==> src/pkg/adcsc_pkg.sv <==
// Package of constants shared by both ends of the converter serial link.
package adcsc_pkg;
  localparam int WORD_BITS = 32;
  localparam int CMD_BITS = 8;
  localparam int ADDR_BITS = 5;
  localparam int RESULT_BITS = 23;
  localparam int CLK_PERIOD_NS = 100;
  localparam int POR_TIME_US = 1000;
  localparam int POR_CYCLES = (POR_TIME_US * 1000) / CLK_PERIOD_NS;
  localparam int CONV_CYCLES_DEFAULT = 2000;
  // Fall to sample takes six bus clocks through both synchronisers.
  localparam int SCK_HALF_DEFAULT = 8;
  localparam logic [4:0] ADDR_RESET = 5'h00;
  localparam logic [2:0] CTRL_UPDATE = 3'h5;
  localparam logic [2:0] CTRL_KEEP = 3'h4;
  localparam logic [2:0] CTRL_ZERO = 3'h0;
  localparam int CMD_CTRL_LSB = 5;
  localparam int ADDR_SINGLE_POS = 4;
  localparam int ADDR_ODD_POS = 3;
  localparam int ADDR_PAIR_MSB = 2;
  // Host register offsets on the AHB-Lite bus.
  localparam logic [7:0] REG_CTRL = 8'h00;
  localparam logic [7:0] REG_CMD = 8'h04;
  localparam logic [7:0] REG_STATUS = 8'h08;
  localparam logic [7:0] REG_DATA = 8'h0C;
  localparam int CTRL_START_POS = 0;
  localparam int CTRL_ABORT_POS = 1;
  localparam int STAT_BUSY_POS = 0;
  localparam int STAT_DONE_POS = 1;
  localparam int STAT_EOC_POS = 2;
  localparam int STAT_PERR_POS = 3;
endpackage : adcsc_pkg

==> src/pkg/adcsc_if.sv <==
// Interface joining the converter end and the host end of the serial link.
`timescale 1ns/1ps
`default_nettype none
interface adcsc_if;
  logic cs_n;
  logic sck;
  logic sdi;
  logic sdo;
  logic sdo_oe;
  modport device (input cs_n, input sck, input sdi, output sdo, output sdo_oe);
  modport host (output cs_n, output sck, output sdi, input sdo, input sdo_oe);
endinterface : adcsc_if
`default_nettype wire

==> src/verilog/adcsc_device.sv <==
// Converter end: conversion, sleep and serial output cycle with mux select.
`timescale 1ns/1ps
`default_nettype none
// What this block does
// [RL1] New channel selection governs the next conversion.
// [RL2] Output changes on falling edge; host samples rising.
// [RL3] Output ends after 32 bits or chip-select high.
// [RL4] Modes set only by chip-select and clock timing.
// [RL5] Calibration hidden inside each conversion cycle.
// [RL6] Each word belongs to exactly one conversion.
// [RL7] Held in reset while supply is low.
// [RL8] Power-on reset of about 1ms clears registers.
// [RL9] First conversion uses address zero.
// [RL10] Input bits captured on rising serial-clock edge.
// [RL11] Input word: three control, five address bits.
// [RL12] Host sends 1 then 0 first.
// [RL13] Enable bit one replaces selection, zero keeps.
// [RL14] All-zero control field keeps selection.
// [RL15] Host sends only 101, 100 or 000.
// [RL16] Single-ended select: zero differential, one single-ended.
// [RL17] Differential picks pair 2k, 2k+1; odd swaps.
// [RL18] Single-ended positive 2k+odd, common pin negative.
// [RL19] Eight-channel variant: top pair bit zero.
// [RL20] Chip-select high before first rising edge: sleep.
// [RL21] Clock mode latched at power-up or chip-select fall.
// [RL22] Word: flag, dummy, sign, 23 result, address, parity.
// [RL23] Chip select low outside output shows the flag.
module adcsc_device #(
  parameter int POR_CYC = adcsc_pkg::POR_CYCLES,
  parameter int CONV_CYC = adcsc_pkg::CONV_CYCLES_DEFAULT
) (
  // Clock and reset.
  input wire logic hclk,
  input wire logic hresetn,
  // Supply-low indication and frequency control pin.
  input wire logic supply_low,
  input wire logic frequency_control_pin,
  // Conversion result from the analog core, sampled at conversion end.
  input wire logic result_sign_bit,
  input wire logic [adcsc_pkg::RESULT_BITS-1:0] result_value,
  // Serial link.
  adcsc_if.device link,
  // Multiplexer selection towards the analog front end, clock mode flag and notch select.
  output logic [3:0] mux_pos_channel,
  output logic [3:0] mux_neg_channel,
  output logic common_negative_input,
  output logic [adcsc_pkg::ADDR_BITS-1:0] mux_address,
  output logic internal_sck_mode,
  output logic slow_notch_select
);
  typedef enum logic [3:0] {
    ST_RESET = 4'h1,
    ST_CONV = 4'h2,
    ST_SLEEP = 4'h4,
    ST_OUT = 4'h8
  } adcsc_state_t;

  adcsc_state_t state;
  adcsc_state_t next_state;
  logic cs_n_s;
  logic sck_s;
  logic sdi_s;
  logic supply_low_s;
  logic freq_s;
  logic sck_d;
  logic cs_n_d;
  logic [19:0] count;
  logic [5:0] bit_cnt;
  logic started;
  logic [31:0] shreg;
  logic [7:0] cmd;
  logic [4:0] conv_addr;
  logic [4:0] next_addr;
  logic [23:0] result_hold;
  logic sdo_bit;

  // Every pin from the far side passes two flip-flops.
  adcsc_sync #(.INIT(1'b1)) u_cs (.hclk(hclk), .hresetn(hresetn),
    .async_in(link.cs_n), .sync_out(cs_n_s));
  adcsc_sync #(.INIT(1'b0)) u_sck (.hclk(hclk), .hresetn(hresetn),
    .async_in(link.sck), .sync_out(sck_s));
  adcsc_sync #(.INIT(1'b0)) u_sdi (.hclk(hclk), .hresetn(hresetn),
    .async_in(link.sdi), .sync_out(sdi_s));
  adcsc_sync #(.INIT(1'b1)) u_sup (.hclk(hclk), .hresetn(hresetn),
    .async_in(supply_low), .sync_out(supply_low_s));
  adcsc_sync #(.INIT(1'b0)) u_freq (.hclk(hclk), .hresetn(hresetn),
    .async_in(frequency_control_pin), .sync_out(freq_s));

  // Edge decode of the synchronised link signals.
  wire sck_rise = sck_s & ~sck_d;
  wire sck_fall = ~sck_s & sck_d;
  wire cs_fall = ~cs_n_s & cs_n_d;
  wire cs_rise = cs_n_s & ~cs_n_d;
  wire in_out = (state == ST_OUT);
  wire last_bit = (bit_cnt == 6'(adcsc_pkg::WORD_BITS));
  wire conv_done = (state == ST_CONV) && (count == 20'(CONV_CYC - 1));
  wire por_done = (state == ST_RESET) && (count == 20'(POR_CYC - 1));
  wire [2:0] ctrl = cmd[7:5];
  wire addr_take = in_out && (bit_cnt == 6'(adcsc_pkg::CMD_BITS))
    && (ctrl == adcsc_pkg::CTRL_UPDATE); // [RL13]
  wire [7:0] cmd_next = {cmd[6:0], sdi_s};
  // Parity over bits 31 to 1; the end-of-conversion flag there is zero.
  wire parity = ^{2'b00, result_hold, conv_addr};

  // Next-state decode of the conversion, sleep and output cycle.
  always_comb begin
    next_state = state;
    case (state)
      ST_RESET: begin
        if (por_done) begin
          next_state = ST_CONV; // [RL8]
        end
      end
      ST_CONV: begin
        if (conv_done) begin
          next_state = ST_SLEEP; // [RL5]
        end
      end
      ST_SLEEP: begin
        if (cs_fall || !cs_n_s) begin
          next_state = ST_OUT;
        end
      end
      ST_OUT: begin
        if (cs_rise && !started) begin
          next_state = ST_SLEEP; // [RL20]
        end else if (cs_rise || (last_bit && sck_fall)) begin
          next_state = ST_CONV; // [RL3]
        end
      end
      default: begin
        next_state = ST_RESET;
      end
    endcase
  end

  // Sequencer state, counters and supply-low hold.
  always_ff @(posedge hclk or negedge hresetn) begin
    if (!hresetn) begin
      state <= ST_RESET;
      count <= 20'h00000;
      sck_d <= 1'b0;
      cs_n_d <= 1'b1;
    end else begin
      sck_d <= sck_s;
      cs_n_d <= cs_n_s;
      if (supply_low_s) begin
        state <= ST_RESET; // [RL7]
        count <= 20'h00000;
      end else begin
        state <= next_state; // [RL4]
        if (next_state != state) begin
          count <= 20'h00000;
        end else begin
          count <= count + 20'h00001;
        end
      end
    end
  end

  // Result capture, serial shifting and channel selection.
  always_ff @(posedge hclk or negedge hresetn) begin
    if (!hresetn) begin
      result_hold <= 24'h000000;
      shreg <= 32'h00000000;
      cmd <= 8'h00;
      bit_cnt <= 6'h00;
      started <= 1'b0;
      conv_addr <= adcsc_pkg::ADDR_RESET; // [RL9]
      next_addr <= adcsc_pkg::ADDR_RESET;
      sdo_bit <= 1'b1;
      internal_sck_mode <= 1'b0;
    end else if (supply_low_s || state == ST_RESET) begin
      result_hold <= 24'h000000; // [RL8]
      shreg <= 32'h00000000;
      cmd <= 8'h00;
      bit_cnt <= 6'h00;
      started <= 1'b0;
      conv_addr <= adcsc_pkg::ADDR_RESET;
      next_addr <= adcsc_pkg::ADDR_RESET;
      sdo_bit <= 1'b1;
      internal_sck_mode <= sck_s; // [RL21]
    end else begin
      if (cs_fall) begin
        internal_sck_mode <= sck_s; // [RL21]
      end
      if (state == ST_CONV) begin
        sdo_bit <= 1'b1; // [RL23]
        bit_cnt <= 6'h00;
        started <= 1'b0;
        cmd <= 8'h00;
        if (conv_done) begin
          result_hold <= {result_sign_bit, result_value}; // [RL6]
          sdo_bit <= 1'b0;
        end
      end else if (state == ST_SLEEP) begin
        sdo_bit <= 1'b0; // [RL23]
        shreg <= {2'b00, result_hold, conv_addr, parity}; // [RL22]
        bit_cnt <= 6'h00;
        started <= 1'b0;
      end else if (in_out) begin
        if (sck_rise && !last_bit) begin
          cmd <= cmd_next; // [RL10] [RL11]
          bit_cnt <= bit_cnt + 6'h01;
          started <= 1'b1;
        end
        if (sck_fall && started) begin
          shreg <= {shreg[30:0], 1'b0};
          sdo_bit <= shreg[30]; // [RL2]
        end else if (!started) begin
          sdo_bit <= shreg[31];
        end
        if (addr_take) begin
          next_addr <= cmd[4:0]; // [RL1]
        end
        if (next_state == ST_CONV) begin
          conv_addr <= next_addr; // [RL1] [RL14]
        end
      end
    end
  end

  // Output pins and multiplexer decode driven from flip-flops.
  always_ff @(posedge hclk or negedge hresetn) begin
    if (!hresetn) begin
      link.sdo <= 1'b0;
      link.sdo_oe <= 1'b0;
      mux_pos_channel <= 4'h0;
      mux_neg_channel <= 4'h1;
      common_negative_input <= 1'b0;
      mux_address <= 5'h00;
      slow_notch_select <= 1'b0;
    end else begin
      link.sdo <= sdo_bit;
      link.sdo_oe <= ~cs_n_s && (state != ST_RESET);
      slow_notch_select <= freq_s;
      mux_address <= conv_addr;
      if (conv_addr[adcsc_pkg::ADDR_SINGLE_POS]) begin
        mux_pos_channel <= {conv_addr[2:0], conv_addr[3]}; // [RL16] [RL18]
        mux_neg_channel <= 4'h0;
        common_negative_input <= 1'b1;
      end else begin
        mux_pos_channel <= {conv_addr[2:0], conv_addr[3]}; // [RL17]
        mux_neg_channel <= {conv_addr[2:0], ~conv_addr[3]};
        common_negative_input <= 1'b0;
      end
    end
  end
endmodule : adcsc_device
`default_nettype wire

==> src/verilog/adcsc_sync.sv <==
// Two-flip-flop synchroniser for one level from another clock domain.
`timescale 1ns/1ps
`default_nettype none
module adcsc_sync #(
  parameter logic INIT = 1'b0
) (
  // Clock and reset.
  input wire logic hclk,
  input wire logic hresetn,
  // Asynchronous level in, synchronised level out.
  input wire logic async_in,
  output logic sync_out
);
  logic meta;

  // The first stage feeds only the second stage.
  always_ff @(posedge hclk or negedge hresetn) begin
    if (!hresetn) begin
      meta <= INIT;
      sync_out <= INIT;
    end else begin
      meta <= async_in;
      sync_out <= meta;
    end
  end
endmodule : adcsc_sync
`default_nettype wire
==> src/flat_wrapper.sv <==
// flat-port wrapper written by rule: the top's interface ports become plain ports
module adcsc_device_flat 
#(
  parameter int POR_CYC = adcsc_pkg::POR_CYCLES,
  parameter int CONV_CYC = adcsc_pkg::CONV_CYCLES_DEFAULT
)
  (hclk, hresetn, supply_low, frequency_control_pin, result_sign_bit, result_value, mux_pos_channel, mux_neg_channel, common_negative_input, mux_address, internal_sck_mode, slow_notch_select, link_cs_n, link_sck, link_sdi, link_sdo, link_sdo_oe);
  adcsc_if link_i ();
  input wire logic hclk;
  input wire logic hresetn;
  input wire logic supply_low;
  input wire logic frequency_control_pin;
  input wire logic result_sign_bit;
  input wire logic [adcsc_pkg::RESULT_BITS-1:0] result_value;
  output logic [3:0] mux_pos_channel;
  output logic [3:0] mux_neg_channel;
  output logic common_negative_input;
  output logic [adcsc_pkg::ADDR_BITS-1:0] mux_address;
  output logic internal_sck_mode;
  output logic slow_notch_select;
  input wire logic [$bits(link_i.cs_n)-1:0] link_cs_n;
  input wire logic [$bits(link_i.sck)-1:0] link_sck;
  input wire logic [$bits(link_i.sdi)-1:0] link_sdi;
  output wire logic [$bits(link_i.sdo)-1:0] link_sdo;
  output wire logic [$bits(link_i.sdo_oe)-1:0] link_sdo_oe;
  assign link_i.cs_n = link_cs_n;
  assign link_i.sck = link_sck;
  assign link_i.sdi = link_sdi;
  assign link_sdo = link_i.sdo;
  assign link_sdo_oe = link_i.sdo_oe;
  adcsc_device #(.POR_CYC(POR_CYC), .CONV_CYC(CONV_CYC)) u_core (.hclk(hclk), .hresetn(hresetn), .supply_low(supply_low), .frequency_control_pin(frequency_control_pin), .result_sign_bit(result_sign_bit), .result_value(result_value), .link(link_i), .mux_pos_channel(mux_pos_channel), .mux_neg_channel(mux_neg_channel), .common_negative_input(common_negative_input), .mux_address(mux_address), .internal_sck_mode(internal_sck_mode), .slow_notch_select(slow_notch_select));
endmodule
==> config.mk <==
export PLATFORM = sky130hd
export DESIGN_NAME = adcsc_device_flat
export DESIGN_NICKNAME = d
export VERILOG_FILES = /design/src/pkg/adcsc_pkg.sv /design/src/pkg/adcsc_if.sv /design/src/verilog/adcsc_device.sv /design/src/verilog/adcsc_sync.sv /design/src/flat_wrapper.sv
export SDC_FILE = /design/constraint.sdc
export NUM_CORES = 1
export LEC_CHECK = 0
export BUFFER_PORTS_ARGS = -buffer_cell sky130_fd_sc_hd__buf_2
export CORE_MARGIN = 4
export CORE_UTILIZATION = 45
export DETAILED_ROUTE_END_ITERATION = 8
export PLACE_DENSITY = 0.7
export SLEW_MARGIN = 20
export SYNTH_ARGS = -nofsm -noshare
export SYNTH_HDL_FRONTEND = slang
export SYNTH_HIERARCHICAL = 1
export SYNTH_SLANG_ARGS = --single-unit
==> constraint.sdc <==
create_clock -name hclk -period 4 [get_ports hclk]
set_input_delay 0.2 -clock hclk [delete_from_list [all_inputs] [get_ports hclk]]
set_output_delay 0.2 -clock hclk [all_outputs]
set_load 0.01 [all_outputs]
* Yosys cells after proc, flatten, opt, wreduce, memory -nomap -nowiden *
Index checks and enable logic that the tools add are counted.

storage, ports and cells
  output and inout port bits = 18
  register bits after elaboration = 136

operators by class
  reduce and logical (&&, ||, !) cells = 35
  add/subtract/negate cells = 2
  multiplexer cells = 53
  bitwise logic cells = 9
  equal/unequal tests = 16

operators with widths
  operator               count
  $mux 32                5
  $mux 24                3
  $mux 5                 10
  $mux 20                2
  $mux 8                 5
  $reduce_xor 31->1      1
  $mux 6                 5
  $mux 4                 7
  $add 20x1->20 const B  1
  $eq 20x11->1 const B   1
  $eq 20x14->1 const B   1
  $pmux 4 s4             1
  $mux 1                 15
  $reduce_bool 2->1      6
  $reduce_bool 3->1      4
  $logic_and 1x1->1      9
  $eq 4x2->1 const B     2
  $reduce_and 4->1       2
  $reduce_bool 4->1      2
  $add 6x1->6 const B    1
  $eq 6x4->1 const B     1
  $eq 6x6->1 const B     1
  $reduce_and 2->1       3
  $reduce_and 3->1       2
  14 further kinds       25

* Logic depth before layout (Yosys ltp) *
  depth after elaboration = 13
  depth in mapped cells = 9
  depth with buffers taken out = 7

* Hierarchy *
The synthesis kept the hierarchy.

by module, submodules not included
  module                          seq. area each (µm²)  cells each  instances  area each (µm²)
  adcsc_device                    3,032.9               575         1          5,816.8
  adcsc_sync (u_core.u_freq ...)  50.0                  2           3          50.0
  adcsc_sync (u_core.u_cs ...)    52.6                  2           2          52.6

* Least setup slack after synthesis *
Ideal clock, no wire load.

  path kind = reg-to-reg
  start = register u_core.bit_cnt[0]
  end = register u_core.count[19]
  arrival time = 1,994 ps
  stages on the path, launching flop included = 9
  path buffers = 1
  slack = 1,885 ps
  clock period less this slack = 2,115 ps
  cells stage by stage = dfrtp_1 > inv_1 > ha_1 > or3b_2 > nor3_1 > o311ai_0 > a31oi_2 > buf_6 > nor3_1

between the ends
  word-level cells in the longest chain between the ends = 9

ends and longest elaborated chain
  element                   RTL line             source
  start: declaration        adcsc_device.sv:68   logic [5:0] bit_cnt;
  start signal: assignment  adcsc_device.sv:204  bit_cnt <= bit_cnt + 6'h01;
  $eq 6x6->1                adcsc_device.sv:95   wire last_bit = (bit_cnt == 6'(adcsc_pkg::WORD_BITS));
  $logic_and 1x1->1         adcsc_device.sv:127  end else if (cs_rise || (last_bit && sck_fall)) begin
  $logic_or 1x1->1          adcsc_device.sv:127
  $mux 4                    adcsc_device.sv:127
  $mux 4                    adcsc_device.sv:125  if (cs_rise && !started) begin
  $pmux 4 s4                adcsc_device.sv:108  case (state)
  $ne 4x4->1                adcsc_device.sv:152  if (next_state != state) begin
  $mux 20                   adcsc_device.sv:152
  $mux 20                   adcsc_device.sv:147  if (supply_low_s) begin
  end signal: assignment    adcsc_device.sv:155  count <= count + 20'h00001;
  end: declaration          adcsc_device.sv:67   logic [19:0] count;

Every way passes these cells.
A chain may end at the register's enable or synchronous reset.

* Worst setup path after layout *
  start = register u_core.state[1]
  end = register u_core.result_hold[11]

between the ends
  word-level cells in the longest chain between the ends = 4
  elaborated cells on any way between the ends = 8

ends and longest elaborated chain
  element                                                       RTL line                                                      source
  start: declaration                                            adcsc_device.sv:58                                            adcsc_state_t state;
  start signal: assignment                                      adcsc_device.sv:151                                           state <= next_state;
  $eq 4x1->1 / $eq 4x2->1 (equally long branches)               adcsc_device.sv:173, adcsc_device.sv:96, adcsc_device.sv:187
  $logic_or 1x1->1 / $logic_and 1x1->1 (equally long branches)  adcsc_device.sv:173, adcsc_device.sv:96
  $reduce_bool 2->1 (no source line)                            --
  $reduce_and 2->1 (no source line)                             --
  end signal: assignment                                        adcsc_device.sv:193                                           result_hold <= {result_sign_bit, result_value};
  end: declaration                                              adcsc_device.sv:74                                            logic [23:0] result_hold;

Parallel ways exist; a longest one is shown, timed or not.

==> flow_summary.ini <==
[critical_path]
cp-end-kind = flip-flop
reg2reg_slack_ns = 1.34
r2r_cells = 5
crit_type = flip-flop to flip-flop
cp_data_arrival_time_ns = 2.99
r2r_end = u_core/result_hold[11]$_DFFE_PN0P_
crit_path_start_kind = flip-flop
cp.required_ns = 4.32
timing.rr.start = u_core/state[1]$_DFF_PN0_
crit_fanout = 24

[yosys]
avgSynthCellArea_sq_um = 10.38
ys_seq_elements = 131
synth-seq-area-share_pct = 54.15
ys_async_sr_fraction_pct = 100.0
ys.flop_type = dfrtp_1
synthesis.instances = 585
yosysWarnings = 6
syn_nets = 619
ys_types = 56
synth-edff-count = 0
synth_area_sq_mm = 0.006072

[worst_hold_path]
min_path_type = input pin to flip-flop
hold_depth = 3
holdCritStartpoint = result_value[15]
hold_end = u_core/result_hold[15]$_DFFE_PN0P_

[place]
dp_cells = 776
postPlaceCellArea_sq_mm = 0.006365
gp_congestion = 0.8450
place_ws_ns = 1.403
dp_hpwl_microns = 7610
portBuffers = 48

[power]
p_per_area_mw_per_mm2 = 422.0
pwr-share-comb_pct = 2.1
swShare_pct = 20.05
pwr-share-seq_pct = 45.1
p_leak_nw = 3.083
pwr-share-clk_pct = 52.7
p_int_w = 0.002386
switchingPower_w = 0.0005983
worst_ir_drop_vdd_v = 0.0002822

[route]
drtIter0Drc = 309
via_per_inst = 5.319
wl_per_cell_microns = 15.10
ant_nets = 0
drc_errors = 0
via_count = 4346
drt_pass1_iterations = 5
drt_wl_total_microns = 12330

[floorplan]
initial_core_util_pct = 45.85
core_sq_mm = 0.01324
die_area_sq_mm = 0.01542
num_rows = 42
ioPinCount = 49
die_w_microns = 124.2
die_y_microns = 124.2

[finish]
area_growth_pct = 16.46
n_fill_cell = 1187
instances_no_fill = 817
drive_gt1_share_pct = 17.78
antenna_cells = 0
stdcell_area_sq_mm = 0.007072
finalNetCount = 662

[clock_network]
cts.clk_slew.worst_paths_ns = 0.06
clock_latency_ns = 0.42
ctsResizeCount = 0
cts_buffer_depth = 2
cts_buffers = 17
cts-root-buf = clkbuf_16
tritoncts = built
ctsHtreeMaxLevel = 4
clock-sinks = 131

[run_status]
run_status = complete, no violations

[global_routing]
track_usage_pct = 17.63
grt_pass1_wl_microns = 21190
antenna_found_initial = 0
grt_pass1_vias = 4440
grt_max_degree = 132
overflow = 0

[timing]
slew_violations = 0
skew_ns = 0.007825
rsz0062_at_grt = false
setup_tns_ns = 0
fin_crit_ns = 2.664
final-hold-violation-count = 0
fin_crit_sh_pct = 66.60
slew_headroom_pct = 38.90
setup-violations-final = 0
worst_slack_ns = 1.336
max_freq_mhz = 375.4
worst_pin_slew_ns = 0.9164

[job]
drv_cap = 0
[worst max-delay path by stage]
stage | startpoint | to | slack (ns) | depth (start not counted)
after global placement | u_core/state[2]$_DFF_PN0_ | u_core/result_hold[7]$_DFFE_PN0P_ | 1.48 | 5
after detailed placement | u_core/count[14]$_DFF_PN0_ | u_core/result_hold[18]$_DFFE_PN0P_ | 1.40 | 5
after CTS | u_core/count[5]$_DFF_PN0_ | u_core/result_hold[11]$_DFFE_PN0P_ | 1.36 | 5
final | u_core/state[1]$_DFF_PN0_ | u_core/result_hold[11]$_DFFE_PN0P_ | 1.34 | 5
after global routing | u_core/state[1]$_DFF_PN0_ | u_core/result_hold[11]$_DFFE_PN0P_ | 1.18 | 5
after floorplan | u_core/bit_cnt[0]$_DFFE_PN0P_ | u_core/count[19]$_DFF_PN0_ | 1.88 | 8
[cell usage after synthesis, drive strengths merged (2+ instances only)]
cell type	number	area share [%]
xnor3	3	1.1
nor4	2	0.45
xor2	15	2.2
nor3	26	2.3
nand3b	3	0.37
buf	29	3.3
and2	2	0.23
nand4	7	0.72
xnor2	32	4.6
ha	3	0.62
mux2	3	0.56
a21oi	32	2.6
nor2b	3	0.31
o21ai	8	0.66
or4b	3	0.49
inv	14	0.87
nand2	98	6.1
mux2i	18	3.0
a221o	29	4.8
nand3	7	0.58
clkbuf	11	0.68
nand2b	3	0.31
nor2	69	4.3
dfrtp	123	51
or3b	2	0.29
a31oi	3	0.52
and3	4	0.41
nor4b	4	0.58
dfstp	8	3.5
nor3b	3	0.45
or2	2	0.21
[power by group through the flow]
stage                      logic, W  clock network, W  registers [W]
after global routing      0.0000732           0.00168        0.00135
after floorplan           0.0000124                 0        0.00137
after global placement    0.0000587                 0        0.00137
after detailed placement  0.0000597                 0        0.00137
final                     0.0000638           0.00157        0.00135
after CTS                 0.0000669           0.00161        0.00135
[routing by layer]
metal  track usage (%)  vias up  wire length (microns)
met2             27.16       92                   5841
met4             7.118        0                    189
met5                 0        -                      0
met3             5.586       18                    559
li1                  -     2091                      -
met1             23.16     2145                   5744
[cells in the final DEF (no fill, tap or decap), drive strengths merged, types with 4 or more instances in the layout]
cell type and count:
inv 14, clkbuf 22, dfstp 8, clkinv 5, dfrtp 123, xor2 15, nor4b 4, xnor2 32
and3 4, nand4 7, buf 55, nor3 26, nand3 7, a21oi 32, nor2 69, dlygate4sd3 9
o21ai 8, a221o 29, nand2 98, mux2i 18
[worst max-delay path: stages (launching register included)]
cell	delay, ns
dfrtp_1	0.59
or4b_2	0.68
nor2_1	0.16
and3_1	0.78
nand2_1	0.12
a21oi_1	0.23
[flip-flops by register name (all words and copies together) (netlist names), 4 cells and up]
name	count
u_core/bit_cnt	6
u_core/count	20
u_core/state	4
u_core/cmd	8
u_core/shreg	32
u_core/conv_addr	5
u_core/result_hold	24
u_core/mux_neg_channel	4
u_core/mux_address	4
u_core/next_addr	5
[through the flow]
step | util (%) | power, W | hold slack, ns
after global placement | 48.06 | 0.001428 | 0.3060
after global routing | 53.40 | 0.003102 | 0.006780
after CTS | 53.31 | 0.003026 | 0.0001913
after floorplan | - | 0.001379 | -0.09559
after detailed placement | 48.06 | 0.001429 | 0.3062
final | 53.40 | 0.002984 | 0.02355
[logic make-up after synthesis]
logic type	synth area share, %
buffers and inverters	4.822
DFF	54.15
adders and majority gates	0.6182
xor gates and xnor gates	7.892
and+or+nand+nor	18.65
muxes	3.524
AOI/OAI and AO/OA	10.34
[area by class of cell]
type	count	area [sq um]	area share (%)
flip-flops and latches	131	3288	46.50
repair buffers	64	397.9	5.626
clock buffers	22	474.2	6.706
well taps	176	220.2	3.114
clock inverters	10	130.1	1.840
inverters	14	52.55	0.7431
multi-input cells	400	2509	35.47
[timing repair]
action	CTS	global route
buffers inserted	0	0
endpoints found under the hold margin	131	0
hold buffers	9	0
No activity file was read; power rests on OpenSTA's default activity.
